$ cat src/verilog/clock_fail_monitor_pkg.sv
// constants, field layout and carrier types of the clock fail monitor
// assumes a 100 MHz mclk and a 32-bit AHB-Lite register bus
package clock_fail_monitor_pkg;
  // ****************************************
  // timing
  // ****************************************
  localparam int CLK_PERIOD_NS = 10;
  localparam int CLOCK_LOSS_TIME_NS = 1000;
  localparam int CLOCK_LOSS_CYCLES = (CLOCK_LOSS_TIME_NS + CLK_PERIOD_NS - 1) / CLK_PERIOD_NS;
  localparam int LOSS_CNT_W = 8;
  localparam logic [LOSS_CNT_W-1:0] LOSS_LIMIT = LOSS_CNT_W'(CLOCK_LOSS_CYCLES);
  // ****************************************
  // register offsets
  // ****************************************
  localparam logic [7:0] OFF_SUPERVISION = 8'h48;
  localparam logic [7:0] OFF_IRQ_STATUS = 8'h4c;
  localparam logic [7:0] OFF_IRQ_MASK = 8'h50;
  // ****************************************
  // field positions of the supervision word
  // ****************************************
  localparam int BIT_RECOVERY_DIS = 15;
  localparam int BIT_MAIN_WATCH = 7;
  localparam int BIT_MAIN_IE = 6;
  localparam int BIT_MAIN_PEND = 5;
  localparam int BIT_MAIN_PRESENT = 4;
  localparam int BIT_XTAL_WATCH = 3;
  localparam int BIT_XTAL_IE = 2;
  localparam int BIT_XTAL_PEND = 1;
  localparam int BIT_XTAL_RUN = 0;
  // ****************************************
  // event bits of the interrupt status and mask
  // ****************************************
  localparam int EVENT_W = 2;
  localparam int EVT_MAIN = 0;
  localparam int EVT_XTAL = 1;
  // ****************************************
  // carriers and reset values
  // ****************************************
  typedef struct packed {
    logic main_clock_recovery_disable;
    logic main_clock_watch_enable;
    logic main_clock_fail_irq_enable;
    logic crystal_watch_enable;
    logic crystal_fail_irq_enable;
  } supervision_ctrl_t;
  typedef struct packed {
    logic valid;
    logic write;
    logic [7:0] offset;
  } addr_phase_t;
  localparam supervision_ctrl_t CTRL_RESET = '{1'b0, 1'b1, 1'b0, 1'b0, 1'b0};
  localparam addr_phase_t ADDR_PHASE_RESET = '{1'b0, 1'b0, 8'h00};
  localparam logic MAIN_PEND_RESET = 1'b0;
  localparam logic XTAL_PEND_RESET = 1'b1;
  localparam logic PRESENT_RESET = 1'b1;
  localparam logic [EVENT_W-1:0] IRQ_STATUS_RESET = 2'h0;
  localparam logic [EVENT_W-1:0] IRQ_MASK_RESET = 2'h0;

  function automatic logic offset_is(input logic [7:0] offset, input logic [7:0] target);
    offset_is = (offset == target);
  endfunction
endpackage

$ cat src/verilog/clock_fail_monitor.sv
// clock fail monitor: supervision register, fail flags and ring oscillator fallback
// assumes an AHB-Lite master and free watched clocks on main_clock_in and crystal_clock_in
`timescale 1ns/100ps
module clock_fail_monitor
  import clock_fail_monitor_pkg::*;
(
  input wire logic mclk,
  input wire logic rst_n,
  input wire logic clk_en,
  input wire logic hsel,
  input wire logic [31:0] haddr,
  input wire logic [1:0] htrans,
  input wire logic hwrite,
  input wire logic [2:0] hsize,
  input wire logic [31:0] hwdata,
  input wire logic hready,
  output logic hreadyout,
  output logic hresp,
  output logic [31:0] hrdata,
  input wire logic main_clock_in,
  input wire logic crystal_clock_in,
  output logic use_ring_oscillator,
  output logic main_clock_fail_irq,
  output logic crystal_fail_irq,
  output logic irq
);
  typedef enum logic [0:0] {
    SRC_MAIN = 1'b0,
    SRC_RING = 1'b1
  } source_state_t;

  source_state_t source_state;
  source_state_t next_source_state;
  supervision_ctrl_t ctrl;
  addr_phase_t addr_phase;
  logic accept;
  logic rd_wait;
  logic wr_now;
  logic wr_supervision;
  logic rd_irq_status;
  logic main_pend;
  logic xtal_pend;
  logic main_present;
  logic xtal_present;
  logic main_fail_evt;
  logic xtal_fail_evt;
  logic [15:0] supervision_word;
  logic [EVENT_W-1:0] irq_status;
  logic [EVENT_W-1:0] irq_mask;

  // ****************************************
  // clock watchdogs
  // ****************************************
  clock_presence_detector main_watch (
    .mclk(mclk),
    .rst_n(rst_n),
    .clk_en(clk_en),
    .enable(ctrl.main_clock_watch_enable),
    .clk_in(main_clock_in),
    .present(main_present),
    .fail(main_fail_evt)
  );

  clock_presence_detector crystal_watch (
    .mclk(mclk),
    .rst_n(rst_n),
    .clk_en(clk_en),
    .enable(ctrl.crystal_watch_enable),
    .clk_in(crystal_clock_in),
    .present(xtal_present),
    .fail(xtal_fail_evt)
  );

  // ****************************************
  // AHB-Lite slave
  // ****************************************
  assign accept = hsel && htrans[1] && hready && clk_en;
  assign hreadyout = !rd_wait;
  assign hresp = 1'b0;
  assign wr_now = clk_en && addr_phase.valid && addr_phase.write;
  assign wr_supervision = wr_now && offset_is(addr_phase.offset, OFF_SUPERVISION);
  assign rd_irq_status = clk_en && rd_wait && offset_is(addr_phase.offset, OFF_IRQ_STATUS);

  always_ff @(posedge mclk) begin
    if (!rst_n) begin
      addr_phase <= ADDR_PHASE_RESET;
    end else if (clk_en && hready) begin
      addr_phase.valid <= accept;
      addr_phase.write <= hwrite;
      addr_phase.offset <= haddr[7:0];
    end
  end

  always_ff @(posedge mclk) begin
    if (!rst_n) begin
      rd_wait <= 1'b0;
    end else if (clk_en) begin
      rd_wait <= accept && !hwrite;
    end
  end

  always_ff @(posedge mclk) begin
    if (!rst_n) begin
      hrdata <= 32'h0;
    end else if (clk_en && rd_wait) begin
      if (offset_is(addr_phase.offset, OFF_SUPERVISION)) begin
        hrdata <= {16'h0, supervision_word};
      end else if (offset_is(addr_phase.offset, OFF_IRQ_STATUS)) begin
        hrdata <= {30'h0, irq_status};
      end else if (offset_is(addr_phase.offset, OFF_IRQ_MASK)) begin
        hrdata <= {30'h0, irq_mask};
      end else begin
        hrdata <= 32'h0;
      end
    end
  end

  // ****************************************
  // supervision word
  // ****************************************
  always_comb begin
    supervision_word = 16'h0;
    supervision_word[BIT_RECOVERY_DIS] = ctrl.main_clock_recovery_disable;
    supervision_word[BIT_MAIN_WATCH] = ctrl.main_clock_watch_enable;
    supervision_word[BIT_MAIN_IE] = ctrl.main_clock_fail_irq_enable;
    supervision_word[BIT_MAIN_PEND] = main_pend;
    supervision_word[BIT_MAIN_PRESENT] = main_present;
    supervision_word[BIT_XTAL_WATCH] = ctrl.crystal_watch_enable;
    supervision_word[BIT_XTAL_IE] = ctrl.crystal_fail_irq_enable;
    supervision_word[BIT_XTAL_PEND] = xtal_pend;
    supervision_word[BIT_XTAL_RUN] = xtal_present;
  end

  always_ff @(posedge mclk) begin
    if (!rst_n) begin
      ctrl <= CTRL_RESET;
    end else if (wr_supervision) begin
      ctrl.main_clock_recovery_disable <= hwdata[BIT_RECOVERY_DIS];
      ctrl.main_clock_watch_enable <= hwdata[BIT_MAIN_WATCH];
      ctrl.main_clock_fail_irq_enable <= hwdata[BIT_MAIN_IE];
      ctrl.crystal_watch_enable <= hwdata[BIT_XTAL_WATCH];
      ctrl.crystal_fail_irq_enable <= hwdata[BIT_XTAL_IE];
    end
  end

  // ****************************************
  // fail pending flags, set wins over clear
  // ****************************************
  always_ff @(posedge mclk) begin
    if (!rst_n) begin
      main_pend <= MAIN_PEND_RESET;
    end else if (clk_en) begin
      if (main_fail_evt) begin
        main_pend <= 1'b1;
      end else if (wr_supervision && hwdata[BIT_MAIN_PEND]) begin
        main_pend <= 1'b0;
      end
    end
  end

  always_ff @(posedge mclk) begin
    if (!rst_n) begin
      xtal_pend <= XTAL_PEND_RESET;
    end else if (clk_en) begin
      if (xtal_fail_evt) begin
        xtal_pend <= 1'b1;
      end else if (wr_supervision && hwdata[BIT_XTAL_PEND]) begin
        xtal_pend <= 1'b0;
      end
    end
  end

  assign main_clock_fail_irq = main_pend && ctrl.main_clock_fail_irq_enable;
  assign crystal_fail_irq = xtal_pend && ctrl.crystal_fail_irq_enable;

  // ****************************************
  // event status and combined interrupt
  // ****************************************
  event_irq_status events (
    .mclk(mclk),
    .rst_n(rst_n),
    .clk_en(clk_en),
    .set({xtal_fail_evt, main_fail_evt}),
    .read_clear(rd_irq_status),
    .mask_write(wr_now && offset_is(addr_phase.offset, OFF_IRQ_MASK)),
    .mask_wdata(hwdata[EVENT_W-1:0]),
    .status(irq_status),
    .mask(irq_mask),
    .irq(irq)
  );

  // ****************************************
  // system clock fallback
  // ****************************************
  always_comb begin
    next_source_state = source_state;
    unique case (source_state)
      SRC_MAIN: begin
        if (main_fail_evt && !ctrl.main_clock_recovery_disable) begin
          next_source_state = SRC_RING;
        end
      end
      SRC_RING: begin
        next_source_state = SRC_RING;
      end
    endcase
  end

  always_ff @(posedge mclk) begin
    if (!rst_n) begin
      source_state <= SRC_MAIN;
    end else if (clk_en) begin
      source_state <= next_source_state;
    end
  end

  assign use_ring_oscillator = (source_state == SRC_RING);
endmodule

$ cat src/verilog/clock_presence_detector.sv
// edge watchdog for one supervised clock sampled on mclk
// assumes the watched clock runs well below half the mclk rate
`timescale 1ns/100ps
module clock_presence_detector
  import clock_fail_monitor_pkg::*;
(
  input wire logic mclk,
  input wire logic rst_n,
  input wire logic clk_en,
  input wire logic enable,
  input wire logic clk_in,
  output logic present,
  output logic fail
);
  logic sync_a;
  logic sync_b;
  logic sync_c;
  logic settled;
  logic edge_seen;
  logic loss;
  logic [LOSS_CNT_W-1:0] quiet_cnt;

  // ****************************************
  // three stage synchroniser
  // ****************************************
  always_ff @(posedge mclk) begin
    if (!rst_n) begin
      sync_a <= 1'b0;
      sync_b <= 1'b0;
      sync_c <= 1'b0;
      settled <= 1'b0;
    end else if (clk_en) begin
      sync_a <= clk_in;
      sync_b <= sync_a;
      sync_c <= sync_b;
      if (edge_seen) begin
        settled <= sync_c;
      end
    end
  end

  assign edge_seen = (sync_b == sync_c) && (sync_c != settled);
  assign loss = enable && !edge_seen && (quiet_cnt == LOSS_LIMIT - 1'b1);
  assign fail = loss && present;

  // ****************************************
  // quiet counter and presence
  // ****************************************
  always_ff @(posedge mclk) begin
    if (!rst_n) begin
      quiet_cnt <= '0;
    end else if (clk_en) begin
      if (!enable || edge_seen) begin
        quiet_cnt <= '0;
      end else if (quiet_cnt != LOSS_LIMIT) begin
        quiet_cnt <= quiet_cnt + 1'b1;
      end
    end
  end

  always_ff @(posedge mclk) begin
    if (!rst_n) begin
      present <= PRESENT_RESET;
    end else if (clk_en) begin
      if (enable && edge_seen) begin
        present <= 1'b1;
      end else if (loss) begin
        present <= 1'b0;
      end
    end
  end
endmodule

$ cat src/verilog/event_irq_status.sv
// sticky event status cleared by read, with mask and one level interrupt
// assumes set from the clock watchdogs and read_clear from the bus slave are single mclk pulses
`timescale 1ns/100ps
module event_irq_status
  import clock_fail_monitor_pkg::*;
(
  input wire logic mclk,
  input wire logic rst_n,
  input wire logic clk_en,
  input wire logic [EVENT_W-1:0] set,
  input wire logic read_clear,
  input wire logic mask_write,
  input wire logic [EVENT_W-1:0] mask_wdata,
  output logic [EVENT_W-1:0] status,
  output logic [EVENT_W-1:0] mask,
  output logic irq
);
  // ****************************************
  // status and mask
  // ****************************************
  always_ff @(posedge mclk) begin
    if (!rst_n) begin
      status <= IRQ_STATUS_RESET;
    end else if (clk_en) begin
      status <= (read_clear ? '0 : status) | set;
    end
  end

  always_ff @(posedge mclk) begin
    if (!rst_n) begin
      mask <= IRQ_MASK_RESET;
    end else if (clk_en && mask_write) begin
      mask <= mask_wdata;
    end
  end

  assign irq = |(status & mask);
endmodule

$ cat config.mk
export PLATFORM = sky130hd
export DESIGN_NAME = clock_fail_monitor
export DESIGN_NICKNAME = d
export VERILOG_FILES = /design/src/verilog/clock_fail_monitor_pkg.sv /design/src/verilog/clock_fail_monitor.sv /design/src/verilog/clock_presence_detector.sv /design/src/verilog/event_irq_status.sv
export SDC_FILE = /design/constraint.sdc
export NUM_CORES = 1
export LEC_CHECK = 0
export BUFFER_PORTS_ARGS = -buffer_cell sky130_fd_sc_hd__buf_2
export CORE_ASPECT_RATIO = 1.1
export CORE_UTILIZATION = 48
export CTS_CLUSTER_SIZE = 8
export DETAILED_ROUTE_END_ITERATION = 10
export PLACE_DENSITY = 0.78
export SLEW_MARGIN = 20
export SYNTH_ARGS = -nofsm -noshare
export SYNTH_HDL_FRONTEND = slang
export SYNTH_SLANG_ARGS = --single-unit
$ cat constraint.sdc
create_clock -name mclk -period 2.4 [get_ports mclk]
set_input_delay 0.12 -clock mclk [delete_from_list [all_inputs] [get_ports mclk]]
set_output_delay 0.12 -clock mclk [all_outputs]
set_load 0.01 [all_outputs]
==> results.py <==
metrics = {
    "detailed_routing": {
        "dr.pass1.iters": 4,
        "drc": 0,
        "viasPerCell": 4.99,
        "num_vias": 2176,
        "ant_nets": 0,
        "drt_iter0_drc": 94,
        "wl_per_cell_um": 11.6,
        "routed_wirelength_um": 5040,
    },
    "setup_path": {
        "crit_path_end_kind": "flop",
        "cp_max_fo": 7,
        "critPathLaunchType": "flop",
        "critPathKind": "flop to flop",
        "rrSetupSlack_ps": 620,
        "startpoint": "addr_phase[7]",
        "crit_chain": "or4b_4, nor4_4, buf_4, mux2i_1, nand2_1",
        "cp.arrival_ps": 1990,
        "slowest_delay_ps": 600,
        "worst_path_max_delay_cell": "or4b_4",
        "r2r-start": "addr_phase[7]",
        "required_ps": 2610,
    },
    "power_and_ir_drop": {
        "peakVddDrop_mv": 0.439,
        "internal_power_mw": 1.43,
        "combPwrFrac": 0.068,
        "clkPwrFrac": 0.411,
        "powerDensity_nw_per_um2": 608,
        "netSwitchingFraction": 0.252,
        "p_leak_nw": 1.27,
        "p_seq_frac": 0.522,
        "p_switching_uw": 480,
    },
    "timing": {
        "maxSlewHeadroom": 0.592,
        "whs_ps": 13.9,
        "fmax_ghz": 0.563,
        "rsz0062_at_grt": "false",
        "maxSlewViolCount": 0,
        "finalHoldViolCount": 0,
        "fin_crit_ps": 1780,
        "fin_tns_setup_ps": 0,
        "worst_slack_ps": 623,
        "worst_pin_slew_ps": 610,
        "finClkSkew_ps": 8.16,
        "finalSetupViolCount": 0,
        "post-route-period-util": 0.740,
    },
    "synthesis": {
        "synth-seq-cells": 58,
        "synth_commonest_cells": "58 x dfxtp_1, 46 x nand2_1, 24 x buf_4",
        "synthArstFlopShare": 0,
        "netlist_area_um2": 2810,
        "synth-edff-count": 0,
        "yosysWarnings": 0,
        "yosysTopAreaCell": "dfxtp_1",
        "ys_types": 48,
        "synth_top_area_frac": 0.414,
        "syn_inst": 317,
        "ys_seq_area_frac": 0.414,
        "synth_area_per_cell_um2": 8.85,
        "ys_top_cells_by_area": "dfxtp_1 41%, buf_4 6.4%, nand2_1 6.2%",
        "yosysMostFrequentCell": "dfxtp_1",
        "synth_flop_cell": "dfxtp_1",
    },
    "floorplan": {
        "rows": 28,
        "die_y_um": 82.2,
        "die-area_um2": 6150,
        "floorplan.initialDensity": 0.510,
        "ios": 115,
        "core_um2": 5500,
        "die_w_um": 74.9,
    },
    "finish": {
        "area_growth_pct": 11.8,
        "drive_gt1_frac": 0.175,
        "insertedDiodeCount": 0,
        "fill_cells": 517,
        "fin_nets": 437,
        "final_util": 0.570,
    },
    "clocking": {
        "postCtsSetupRepairBufs": 0,
        "numCtsBuffers": 9,
        "cts_hold_buffers": 0,
        "cts_resized": 0,
        "path_clk_slew_ps": 70,
        "htree_levels": 3,
        "cts_tree": "yes",
        "clkLatencyLatePin_ps": 340,
        "root_buffer": "clkbuf_8",
        "cts_buffer_depth": 2,
        "cts.sinks": 58,
    },
    "global_route": {
        "grt-ovfl-total": 0,
        "grt_antenna_before_repair": 0,
        "grt_max_degree": 30,
        "track_usage": 0.177,
        "grt_first_pass_wirelength_um": 8050,
        "grt_pass1_vias": 1858,
    },
    "outcome": {
        "status": "complete, no violations",
    },
    "placement": {
        "dp.final_hpwl_um": 3590,
        "portBuffers": 38,
        "dp_worst_setup_slack_ps": 609,
        "place.gp.congestion": 0.802,
    },
    "hold_path": {
        "hp-start": "hwdata[7]",
        "hold_path_class": "input pin to flop",
    },
    "flow_run": {
        "cap_violations": 0,
    },
}
cells by family (layout without fill, tap and decap cells):
group / after synthesis / in the layout / share of synthesized area
AOI/OAI and AO/OA: 52 / 52 / 0.133
DFF: 58 / 58 / 0.414
other: 1 / 24 / 0.00134
buffers and inverters: 45 / 66 / 0.0950
xor gates and xnor gates: 11 / 11 / 0.0343
adders and majority gates: 4 / 4 / 0.0178
and+or+nand+nor: 129 / 129 / 0.244
muxes: 17 / 17 / 0.0607
critical path, delay by kind of cell, from the launching register on:
kind          cells  cell delay [ps]
flops             1              320
mux               1              190
buf+inv           1              210
simple gates      3              920
state kept, by name, indices dropped and copies added (netlist names), 2 cells and up:
| signal | flops |
|---|---|
| events.mask | 2 |
| crystal_watch.quiet_cnt | 8 |
| main_watch.quiet_cnt | 8 |
| events.status | 2 |
| hrdata | 9 |
| addr_phase | 10 |
| ctrl | 5 |
placed cells by master (no fill, tap or decap), drive strengths merged, types with 5 or more instances in the layout:
cell type	Yosys	final
nor2	19	19
mux2i	17	17
xor2	6	6
buf	25	41
dfxtp	58	58
clkbuf	11	11
o21ai	8	8
nand3	17	17
nand2	46	46
xnor2	5	5
nand4	7	7
nor2b	13	13
and2	6	6
a21boi	20	20
a21oi	6	6
inv	8	8
conb	1	24
area by class of cell:
cell class              instances  area, µm²  share of cell area
clock buffers                  11        141              0.0451
repair buffers                 41        213              0.0678
well taps                      75       93.8              0.0299
clock inverters                 5       30.0             0.00957
flip-flops and latches         58       1160               0.370
multi-input cells             237       1460               0.467
inverters                       9       33.8              0.0108
power groups by stage:
| stage | Sequential [mW] | Combinational (mW) | Clock [mW] |
|---|---|---|---|
| 2_1_floorplan | 1.01 | 0.125 | 0 |
| 3_3_place_gp | 1.02 | 0.125 | 0 |
| 3_5_place_dp | 1.02 | 0.128 | 0 |
| 4_1_cts | 0.995 | 0.129 | 0.795 |
| 5_1_grt | 0.996 | 0.147 | 0.843 |
| 6_report | 0.995 | 0.129 | 0.783 |
metrics by stage:
step | power [mW] | area (µm²) | instances
finish | 1.91 | 3140 | 436
global route | 1.99 | 3140 | 436
CTS | 1.92 | 3140 | 436
detailed placement | 1.14 | 2970 | 420
global placement | 1.14 | 2970 | 420
floorplan | 1.14 | 2890 | 340
layer usage:
layer	GRT usage	wire, µm	up-vias	share of wire
li1	-	-	1126	-
met1	0.226	2500	973	0.50
met2	0.265	2230	64	0.44
met3	0.0364	168	13	0.033
met4	0.123	144	0	0.029
met5	0	0	-	0
final timing paths:
kind,cells past startpoint,to
worst max register to register,5,ctrl[3]
worst min register to register,2,use_ring_oscillator
worst min-delay path,3,ctrl[3]
worst max-delay path,5,ctrl[3]
(Power assumes the default switching activity.)
